### config.mk
export PLATFORM = sky130hd
export DESIGN_NAME = tpw_top
export DESIGN_NICKNAME = d
export VERILOG_FILES = /design/src/inc/tpw_pkg.sv /design/src/design/tpw_top.sv
export SDC_FILE = /design/constraint.sdc
export NUM_CORES = 1
export LEC_CHECK = 0
export ABC_CLOCK_PERIOD_IN_PS = 5900
export BUFFER_PORTS_ARGS = -buffer_cell sky130_fd_sc_hd__buf_2
export CAP_MARGIN = 0
export CELL_PAD_IN_SITES_DETAIL_PLACEMENT = 0
export CELL_PAD_IN_SITES_GLOBAL_PLACEMENT = 2
export CORE_MARGIN = 2
export CORE_UTILIZATION = 36
export CTS_CLUSTER_DIAMETER = 30
export CTS_CLUSTER_SIZE = 14
export DETAILED_ROUTE_END_ITERATION = 16
export GPL_TIMING_DRIVEN = 1
export HOLD_SLACK_MARGIN = 0.06
export PLACE_DENSITY = 0.76
export SYNTH_ARGS = -nofsm -noshare
export SYNTH_HDL_FRONTEND = slang
export SYNTH_SLANG_ARGS = --single-unit
### constraint.sdc
create_clock -name core_clk -period 5.9 [get_ports core_clk]
set_input_delay 0.59 -clock core_clk [delete_from_list [all_inputs] [get_ports core_clk]]
set_output_delay 0.59 -clock core_clk [all_outputs]
set_load 0.01 [all_outputs]
### src/inc/tpw_pkg.sv
// Purpose: Shared constants and types for the 16-bit PWM timer block
// Assumes: 32-bit register port, byte addresses, one word per register
// Notes:   Channel 0 is channel A, the one that may also define top

package tpw_pkg;

	// ----------------------------------------------------------------
	// Sizes
	// ----------------------------------------------------------------
	localparam int NUM_CH    = 3;
	localparam int CNT_W     = 16;
	localparam int ADDR_W    = 8;
	localparam int DATA_W    = 32;
	localparam int PRESC_W   = 10;

	// ----------------------------------------------------------------
	// Register byte offsets
	// ----------------------------------------------------------------
	localparam logic [ADDR_W-1:0] OFS_CTRL    = 8'h00;
	localparam logic [ADDR_W-1:0] OFS_DIR     = 8'h04;
	localparam logic [ADDR_W-1:0] OFS_COUNT   = 8'h08;
	localparam logic [ADDR_W-1:0] OFS_CMP_A   = 8'h0c;
	localparam logic [ADDR_W-1:0] OFS_CMP_B   = 8'h10;
	localparam logic [ADDR_W-1:0] OFS_CMP_C   = 8'h14;
	localparam logic [ADDR_W-1:0] OFS_CAPTOP  = 8'h18;
	localparam logic [ADDR_W-1:0] OFS_STATUS  = 8'h1c;
	localparam logic [ADDR_W-1:0] OFS_CLEAR   = 8'h20;
	localparam logic [ADDR_W-1:0] OFS_ENABLE  = 8'h24;

	// ----------------------------------------------------------------
	// Control register fields
	// ----------------------------------------------------------------
	localparam int CTRL_MODE_LSB  = 0;
	localparam int CTRL_SET_LSB   = 4;
	localparam int CTRL_PS_LSB    = 10;
	localparam int CTRL_W         = 13;
	localparam logic [CTRL_W-1:0] CTRL_RST = 13'h0000;

	// ----------------------------------------------------------------
	// Status bit positions (status, clear and enable share them)
	// ----------------------------------------------------------------
	localparam int ST_OVF     = 0;
	localparam int ST_CMP_LSB = 1;
	localparam int ST_CAP     = 4;
	localparam int ST_W       = 5;

	// ----------------------------------------------------------------
	// Waveform mode codes
	// ----------------------------------------------------------------
	localparam logic [3:0] MODE_PC8    = 4'h1;
	localparam logic [3:0] MODE_PC9    = 4'h2;
	localparam logic [3:0] MODE_PC10   = 4'h3;
	localparam logic [3:0] MODE_FAST8  = 4'h5;
	localparam logic [3:0] MODE_FAST9  = 4'h6;
	localparam logic [3:0] MODE_FAST10 = 4'h7;
	localparam logic [3:0] MODE_PC_CAP = 4'ha;
	localparam logic [3:0] MODE_PC_A   = 4'hb;
	localparam logic [3:0] MODE_FS_CAP = 4'he;
	localparam logic [3:0] MODE_FS_A   = 4'hf;

	// Fixed tops
	localparam logic [CNT_W-1:0] TOP_8   = 16'h00ff;
	localparam logic [CNT_W-1:0] TOP_9   = 16'h01ff;
	localparam logic [CNT_W-1:0] TOP_10  = 16'h03ff;
	localparam logic [CNT_W-1:0] CNT_BOT = 16'h0000;
	localparam logic [CNT_W-1:0] CNT_ONE = 16'h0001;
	localparam logic [CNT_W-1:0] CAP_RST = 16'hffff;

	// Compare output settings
	localparam logic [1:0] SET_OFF    = 2'h0;
	localparam logic [1:0] SET_TOGGLE = 2'h1;
	localparam logic [1:0] SET_NONINV = 2'h2;
	localparam logic [1:0] SET_INV    = 2'h3;

	// Prescaler limits (factor minus one); select 0 stops the timer
	localparam logic [2:0] PS_STOP = 3'h0;
	localparam logic [PRESC_W-1:0] PS_LIM_1    = 10'h000;
	localparam logic [PRESC_W-1:0] PS_LIM_8    = 10'h007;
	localparam logic [PRESC_W-1:0] PS_LIM_64   = 10'h03f;
	localparam logic [PRESC_W-1:0] PS_LIM_256  = 10'h0ff;
	localparam logic [PRESC_W-1:0] PS_LIM_1024 = 10'h3ff;
	localparam logic [PRESC_W-1:0] PS_ZERO     = 10'h000;
	localparam logic [PRESC_W-1:0] PS_ONE      = 10'h001;

	// ----------------------------------------------------------------
	// Carriers
	// ----------------------------------------------------------------
	typedef struct packed {
		logic [ADDR_W-1:0] addr;
		logic [DATA_W-1:0] wdata;
		logic              wr;
		logic              rd;
	} tpw_bus_req_t;

	typedef struct packed {
		logic [NUM_CH-1:0] out;
		logic [NUM_CH-1:0] oe;
	} tpw_pins_t;

	typedef struct packed {
		logic [CTRL_W-1:0]                 ctrl;
		logic [NUM_CH-1:0]                 dir;
		logic [CNT_W-1:0]                  cnt;
		logic                              up;
		logic [NUM_CH-1:0][CNT_W-1:0]      ocr;
		logic [NUM_CH-1:0][CNT_W-1:0]      buff;
		logic [CNT_W-1:0]                  cap;
		logic [ST_W-1:0]                   status;
		logic [ST_W-1:0]                   enable;
		logic [PRESC_W-1:0]                presc;
		logic [NUM_CH-1:0]                 wave;
		logic [NUM_CH-1:0]                 oe;
		logic [DATA_W-1:0]                 rd_data;
		logic                              irq;
	} tpw_state_t;

endpackage

### src/design/tpw_top.sv
// Purpose: 16-bit timer waveform generator, fast and phase-correct PWM
// Assumes: Single 125 MHz clock, register port with one-cycle read data
// Notes:   Modes outside the two PWM families hold the counter still
//
// Design decisions made here: the address-and-strobe port and the placing of the registers.

`timescale 1ns/1ps

module tpw_top (
	input  wire logic                 core_clk,
	input  wire logic                 rst,
	input  wire tpw_pkg::tpw_bus_req_t bus_req,
	output logic [tpw_pkg::DATA_W-1:0] rd_data,
	output logic                      irq,
	output tpw_pkg::tpw_pins_t        pins
);
	import tpw_pkg::*;

	tpw_state_t s_ff;
	tpw_state_t nxt_s;

	logic [3:0]          mode;
	logic [2:0]          ps_sel;
	logic [PRESC_W-1:0]  ps_lim;
	logic                tick;
	logic                fast;
	logic                phase;
	logic                fixed_top;
	logic                top_is_a;
	logic                top_is_cap;
	logic [CNT_W-1:0]    top;
	logic                at_top;
	logic                at_bot;
	logic                load;
	logic                next_up;
	logic [ST_W-1:0]     ev;
	logic [ST_W-1:0]     clr;
	logic [NUM_CH-1:0]   match;
	logic [1:0]          setting;
	logic [CNT_W-1:0]    wmask;

	// ----------------------------------------------------------------
	// Outputs straight from the state register
	// ----------------------------------------------------------------
	assign rd_data  = s_ff.rd_data;
	assign irq      = s_ff.irq;
	assign pins.out = s_ff.wave;
	assign pins.oe  = s_ff.oe;

	// ----------------------------------------------------------------
	// Next state
	// ----------------------------------------------------------------
	always_comb begin
		nxt_s      = s_ff;
		nxt_s.rd_data = '0;
		mode       = s_ff.ctrl[CTRL_MODE_LSB +: 4];
		ps_sel     = s_ff.ctrl[CTRL_PS_LSB +: 3];
		tick       = 1'b0;
		ev         = '0;
		clr        = '0;
		match      = '0;
		load       = 1'b0;
		next_up    = s_ff.up;
		setting    = SET_OFF;
		top        = TOP_8;
		fixed_top  = 1'b0;
		top_is_a   = 1'b0;
		top_is_cap = 1'b0;
		fast       = 1'b0;
		phase      = 1'b0;

		// Prescaler: factor 1 ticks every cycle, select 0 stops
		case (ps_sel)
		3'h1:    ps_lim = PS_LIM_1;
		3'h2:    ps_lim = PS_LIM_8;
		3'h3:    ps_lim = PS_LIM_64;
		3'h4:    ps_lim = PS_LIM_256;
		3'h5:    ps_lim = PS_LIM_1024;
		default: ps_lim = PS_LIM_1;
		endcase
		if (ps_sel == PS_STOP) begin
			nxt_s.presc = PS_ZERO;
		end else if (s_ff.presc >= ps_lim) begin
			nxt_s.presc = PS_ZERO;
			tick        = 1'b1;
		end else begin
			nxt_s.presc = s_ff.presc + PS_ONE;
		end

		// Top selection per mode
		case (mode)
		MODE_FAST8, MODE_PC8: begin
			top       = TOP_8;
			fixed_top = 1'b1;
		end
		MODE_FAST9, MODE_PC9: begin
			top       = TOP_9;
			fixed_top = 1'b1;
		end
		MODE_FAST10, MODE_PC10: begin
			top       = TOP_10;
			fixed_top = 1'b1;
		end
		MODE_FS_CAP, MODE_PC_CAP: begin
			// Live register, no buffer: a low write is missed
			top        = s_ff.cap;
			top_is_cap = 1'b1;
		end
		MODE_FS_A, MODE_PC_A: begin
			top      = s_ff.ocr[0];
			top_is_a = 1'b1;
		end
		default: begin
			top = TOP_8;
		end
		endcase
		fast  = (mode == MODE_FAST8) || (mode == MODE_FAST9) ||
		        (mode == MODE_FAST10) || (mode == MODE_FS_CAP) ||
		        (mode == MODE_FS_A);
		phase = (mode == MODE_PC8) || (mode == MODE_PC9) ||
		        (mode == MODE_PC10) || (mode == MODE_PC_CAP) ||
		        (mode == MODE_PC_A);
		at_top = (s_ff.cnt == top);
		at_bot = (s_ff.cnt == CNT_BOT);

		// ------------------------------------------------------------
		// Counter
		// ------------------------------------------------------------
		if (tick && fast) begin
			if (at_top) begin
				nxt_s.cnt = CNT_BOT;
				ev[ST_OVF] = 1'b1;
				ev[ST_CAP] = top_is_cap;
				load       = 1'b1;
			end else begin
				// Natural 16-bit wrap past ffff covers a missed top
				nxt_s.cnt = s_ff.cnt + CNT_ONE;
			end
		end else if (tick && phase) begin
			if (s_ff.up && at_top) begin
				next_up    = 1'b0;
				nxt_s.cnt  = s_ff.cnt - CNT_ONE;
				ev[ST_CAP] = top_is_cap;
				load       = 1'b1;
			end else if (!s_ff.up && at_bot) begin
				next_up    = 1'b1;
				nxt_s.cnt  = s_ff.cnt + CNT_ONE;
				ev[ST_OVF] = 1'b1;
			end else if (s_ff.up) begin
				nxt_s.cnt = s_ff.cnt + CNT_ONE;
			end else begin
				nxt_s.cnt = s_ff.cnt - CNT_ONE;
			end
			nxt_s.up = next_up;
		end

		// ------------------------------------------------------------
		// Compare units
		// ------------------------------------------------------------
		for (int i = 0; i < NUM_CH; i++) begin
			setting  = s_ff.ctrl[CTRL_SET_LSB + 2*i +: 2];
			match[i] = tick && (fast || phase) &&
			           (s_ff.cnt == s_ff.ocr[i]);
			ev[ST_CMP_LSB + i] = match[i];
			if (tick && fast) begin
				// Match takes priority so compare at top holds steady
				if (match[i]) begin
					if (setting == SET_NONINV)
						nxt_s.wave[i] = 1'b1;
					else if (setting == SET_INV)
						nxt_s.wave[i] = 1'b0;
					else if (setting == SET_TOGGLE && i == 0 &&
					         mode == MODE_FS_A)
						nxt_s.wave[i] = ~s_ff.wave[i];
				end else if (at_top) begin
					if (setting == SET_NONINV)
						nxt_s.wave[i] = 1'b0;
					else if (setting == SET_INV)
						nxt_s.wave[i] = 1'b1;
				end
			end else if (tick && phase && match[i]) begin
				// Direction of the step leaving this count decides
				if (setting == SET_NONINV)
					nxt_s.wave[i] = ~next_up;
				else if (setting == SET_INV)
					nxt_s.wave[i] = next_up;
				else if (setting == SET_TOGGLE && i == 0 &&
				         mode == MODE_PC_A)
					nxt_s.wave[i] = ~s_ff.wave[i];
			end
			// Port keeps the pin unless direction is output and enabled
			nxt_s.oe[i] = s_ff.dir[i] && (setting != SET_OFF);
			if (load || !(fast || phase))
				nxt_s.ocr[i] = s_ff.buff[i];
		end

		// ------------------------------------------------------------
		// Register writes
		// ------------------------------------------------------------
		wmask = fixed_top ? top : CAP_RST;
		if (bus_req.wr) begin
			case (bus_req.addr)
			OFS_CTRL:   nxt_s.ctrl = bus_req.wdata[CTRL_W-1:0];
			OFS_DIR:    nxt_s.dir  = bus_req.wdata[NUM_CH-1:0];
			OFS_COUNT:  nxt_s.cnt  = bus_req.wdata[CNT_W-1:0];
			OFS_CMP_A:  nxt_s.buff[0] =
			            bus_req.wdata[CNT_W-1:0] & wmask;
			OFS_CMP_B:  nxt_s.buff[1] =
			            bus_req.wdata[CNT_W-1:0] & wmask;
			OFS_CMP_C:  nxt_s.buff[2] =
			            bus_req.wdata[CNT_W-1:0] & wmask;
			OFS_CAPTOP: nxt_s.cap = bus_req.wdata[CNT_W-1:0];
			OFS_CLEAR:  clr = bus_req.wdata[ST_W-1:0];
			OFS_ENABLE: nxt_s.enable = bus_req.wdata[ST_W-1:0];
			default:    nxt_s.ctrl = s_ff.ctrl;
			endcase
		end

		// Sticky flags: an event in the clearing cycle still sets
		nxt_s.status = (s_ff.status & ~clr) | ev;
		nxt_s.irq    = |(nxt_s.status & nxt_s.enable);

		// ------------------------------------------------------------
		// Register reads, data in the following cycle
		// ------------------------------------------------------------
		if (bus_req.rd) begin
			case (bus_req.addr)
			OFS_CTRL:   nxt_s.rd_data[CTRL_W-1:0] = s_ff.ctrl;
			OFS_DIR:    nxt_s.rd_data[NUM_CH-1:0] = s_ff.dir;
			OFS_COUNT:  nxt_s.rd_data[CNT_W-1:0]  = s_ff.cnt;
			OFS_CMP_A:  nxt_s.rd_data[CNT_W-1:0]  = s_ff.buff[0];
			OFS_CMP_B:  nxt_s.rd_data[CNT_W-1:0]  = s_ff.buff[1];
			OFS_CMP_C:  nxt_s.rd_data[CNT_W-1:0]  = s_ff.buff[2];
			OFS_CAPTOP: nxt_s.rd_data[CNT_W-1:0]  = s_ff.cap;
			OFS_STATUS: nxt_s.rd_data[ST_W-1:0]   = s_ff.status;
			OFS_ENABLE: nxt_s.rd_data[ST_W-1:0]   = s_ff.enable;
			default:    nxt_s.rd_data = '0;
			endcase
		end
	end

	// ----------------------------------------------------------------
	// State register
	// ----------------------------------------------------------------
	always_ff @(posedge core_clk or posedge rst) begin
		if (rst) begin
			s_ff      <= '0;
			s_ff.ctrl <= CTRL_RST;
			s_ff.up   <= 1'b1;
			s_ff.cap  <= CAP_RST;
		end else begin
			s_ff <= nxt_s;
		end
	end

endmodule

==> results_dict.tcl <==
set metrics [dict create \
    cts_sinks 188 \
    final_common_cell "dfrtp_1" \
    vdd_drop_max_mv 0.1749 \
    required_ns 6.26 \
    area_growth_pct 7.976 \
    core_area_sq_um 29720 \
    synth_top_family_by_area "multiplexers" \
    synth_compound_area_share_pct 11.21 \
    reg2reg_from "mode[0]$_DFFE_PP0P_" \
    routedWlPerCell_um 22.13 \
    fill_cells 2956 \
    final_net_count 1110 \
    placed_cells 1424 \
    viasPerCell 5.459 \
    synth-xor-area-share_pct 6.275 \
    yosysSeqAreaShare_pct 43.41 \
    crit_family "simple AND/OR/NAND/NOR gates" \
    placementRows 63 \
    crit_slowest_cell "dfrtp_1" \
    synth-main-ff-cell "dfrtp_1" \
    fp.dieArea_sq_um 31650 \
    drc_errors 0 \
    drv_slew 0 \
    multiInputGateArea_sq_um 5530 \
    relSlewSlack_pct 22.36 \
    skew_ns 0.01571 \
    clkPwrFrac_pct 36.6 \
    vias 7948 \
    endpoint_kind "flop" \
    cts_setup_buffers 0 \
    synthMuxAreaShare_pct 17.11 \
    critPathArrivalTime_ns 4.42 \
    drtPass1Iterations 5 \
    antenna_found_initial 0 \
    worst_slew_pin_slew_ns 1.162 \
    die_w_um 177.9 \
    synthAdderAreaFrac_pct 1.494 \
    wirelength_um 32230 \
    holdWs_ns 0.3618 \
    layout_min_cycle_time_ns 4.052 \
    switching_share_pct 30.94 \
    ff_latch_area_sq_um 4726 \
    fin_crit_sh_pct 68.68 \
    track_usage_pct 21.00 \
    yosys.area_share.simple_pct 14.04 \
    worstSetupPathType "flop to flop" \
    status "finished clean" \
    io_pins 83 \
    cts_resized 0 \
    die_y_um 177.9 \
    netlist_area_sq_um 10890 \
    grt_pass1_wl_um 49390 \
    n_antenna_cell 0 \
    setup_violations 0 \
    cts.htree.levels 4 \
    finalHoldViolCount 0 \
    syn_area_per_cell_sq_um 10.24 \
    place.port_buffers 50 \
    startpoint_type "flop" \
    first_iter_violations 591 \
    cts_hold_buf 0 \
    crit_fanout 20 \
    cts_buffers 17 \
    slowest_delay_ns 1.03 \
    cpMostUsedCell "mux2i_1" \
    drive_gt1_share_pct 23.17 \
    power_density_nw_per_um2 271.9 \
    crit_buf_inv 0 \
    rsz0062_at_grt "no" \
    layout.cells.non_filler 1456 \
    clkLatencyLatePin_ns 0.44 \
    start_util_pct 36.63 \
    intPower_uw 2207 \
    cp-startpoint "mode[0]$_DFFE_PP0P_" \
    synth-seq-cells 188 \
    worstPathCellList "mux2i_1 > and3_1 > nor4_2 > nand3_1 > or4_4 > a21o_1 > mux2i_1 > or4_1 > o211ai_1" \
    cts_root_buf "clkbuf_16" \
    async_reset_ff_share_pct 100.0 \
    cts_tree "done" \
    cellLeakagePower_uw 0.005068 \
    switchingPower_uw 988.8 \
    maxCapViolCount 0 \
    seqPwrFrac_pct 48.1 \
    grt_pass1_vias 7793 \
    combPwrFrac_pct 15.3 \
    hold_path.class "primary input to asynchronous set/reset pin" \
    grt_max_degree 129 \
    hpwl_um 22080 \
    synth_cell_types 75 \
    synth-edff-count 0 \
    total_power_uw 3196 \
    fin_tns_setup_ns 0 \
    mostFrequentLayoutCells "dfrtp_1, mux2_2, nand2_1" \
    clockBufferDepth 2 \
    grt_overflow 0 \
    synthCells 1063 \
    clkTransAtPathRegs_ns 0.08 \
    place.gp.congestion 0.8235 \
    drtAntennaViolNets 0 \
    ys_warn_count 0 \
    max_clock_freq_mhz 246.8 \
]
cells by family after synthesis:
group	after synthesis
buf+inv	125
compound gates	182
fa+ha+maj	13
flops	188
simple gates	313
mux	163
xor+xnor	78
other cells	1
routing by layer:
| metal | part of all wire (%) | vias to the layer above | wire length [um] | GRT usage, % |
|---|---|---|---|---|
| li1 | - | 3716 | - | - |
| met1 | 47 | 4011 | 15120 | 29.88 |
| met2 | 47 | 195 | 15270 | 33.79 |
| met3 | 4.1 | 26 | 1334 | 2.892 |
| met4 | 1.5 | 0 | 494 | 4.918 |
| met5 | 0 | - | 0 | 0 |
worst register-to-register path: stages (launching register included):
cell	delay, ns
dfrtp_1	1.03
mux2i_1	0.25
and3_1	0.25
nor4_2	0.29
nand3_1	0.11
or4_4	0.66
a21o_1	0.54
mux2i_1	0.25
or4_1	0.50
o211ai_1	0.10
per-stage QoR:
step	utilization (%)	setup WS (ns)	area, sq um
final	39.56	1.848	11760
after global routing	39.56	1.688	11760
after CTS	39.56	1.864	11760
after detailed placement	37.60	1.854	11170
after global placement	37.60	1.873	11170
after floorplan	-	0.2244	10940
synth_stat cells, types with 4 or more instances:
| master | instances | area share, % |
|---|---|---|
| a21oi_1 | 40 | 1.8 |
| xnor2_1 | 54 | 4.3 |
| a21boi_0 | 13 | 0.90 |
| nor2_1 | 87 | 3.0 |
| inv_1 | 16 | 0.55 |
| or2_2 | 4 | 0.23 |
| a21oi_2 | 4 | 0.32 |
| a31oi_1 | 5 | 0.29 |
| nand2_1 | 89 | 3.1 |
| mux2_4 | 21 | 2.9 |
| ha_1 | 13 | 1.5 |
| xor2_1 | 24 | 1.9 |
| buf_6 | 9 | 0.93 |
| nand4b_1 | 6 | 0.48 |
| buf_1 | 8 | 0.28 |
| and3_1 | 13 | 0.75 |
| mux2_2 | 90 | 9.3 |
| nand3_1 | 30 | 1.4 |
| a22oi_1 | 7 | 0.48 |
| o211ai_1 | 6 | 0.41 |
| mux2i_1 | 50 | 4.6 |
| dfrtp_1 | 171 | 39 |
| or4_1 | 6 | 0.41 |
| a221oi_1 | 11 | 0.88 |
| dfstp_2 | 17 | 4.1 |
| nor4_1 | 16 | 0.92 |
| buf_4 | 39 | 2.7 |
| buf_2 | 4 | 0.18 |
| nor2b_1 | 6 | 0.34 |
| or3_1 | 4 | 0.23 |
| nand4_1 | 14 | 0.80 |
| nor3_1 | 18 | 0.83 |
| a21o_1 | 4 | 0.28 |
| clkbuf_1 | 48 | 1.7 |
| o21ai_0 | 49 | 2.3 |
cell type report:
| type | instances | area share (%) |
|---|---|---|
| sequential | 188 | 40.20 |
| multi-input combinational | 765 | 47.05 |
| timing repair buffer | 65 | 3.087 |
| clock inverter | 12 | 1.054 |
| inverter | 16 | 0.5748 |
| clock buffer | 20 | 3.885 |
| tap | 390 | 4.151 |
power by group through the flow:
| stage | clock network, uW | logic [uW] | registers, uW |
|---|---|---|---|
| 4_1_cts | 1190 | 494 | 1530 |
| 3_3_place_gp | 0 | 491 | 1560 |
| 6_report | 1170 | 491 | 1540 |
| 5_1_grt | 1250 | 540 | 1550 |
| 3_5_place_dp | 0 | 492 | 1560 |
| 2_1_floorplan | 0 | 453 | 1440 |
path summary, 6_finish.rpt:
| kind | cells after the start | endpoint | slack [ns] |
|---|---|---|---|
| max in group asynchronous | 3 | s_ff[159]$_DFFE_PP0P_ | 4.16 |
| min reg2reg | 2 | s_ff[58]$_DFF_PP0_ | 0.51 |
| max | 9 | s_ff[180]$_DFF_PP0_ | 1.85 |
| max reg2reg | 9 | s_ff[180]$_DFF_PP0_ | 1.85 |
| min | 2 | s_ff[105]$_DFFE_PP0P_ | 0.36 |
| min in group core_clk | 2 | s_ff[199]$_DFFE_PP0P_ | 0.47 |
sequential cells by signal (all words and copies together) (netlist names):
register / flops
ps_sel: 3
rd_data: 16
s_ff: 158
irq: 1
pins: 6
mode: 4
Note: power is estimated with default switching activity, not from simulation.
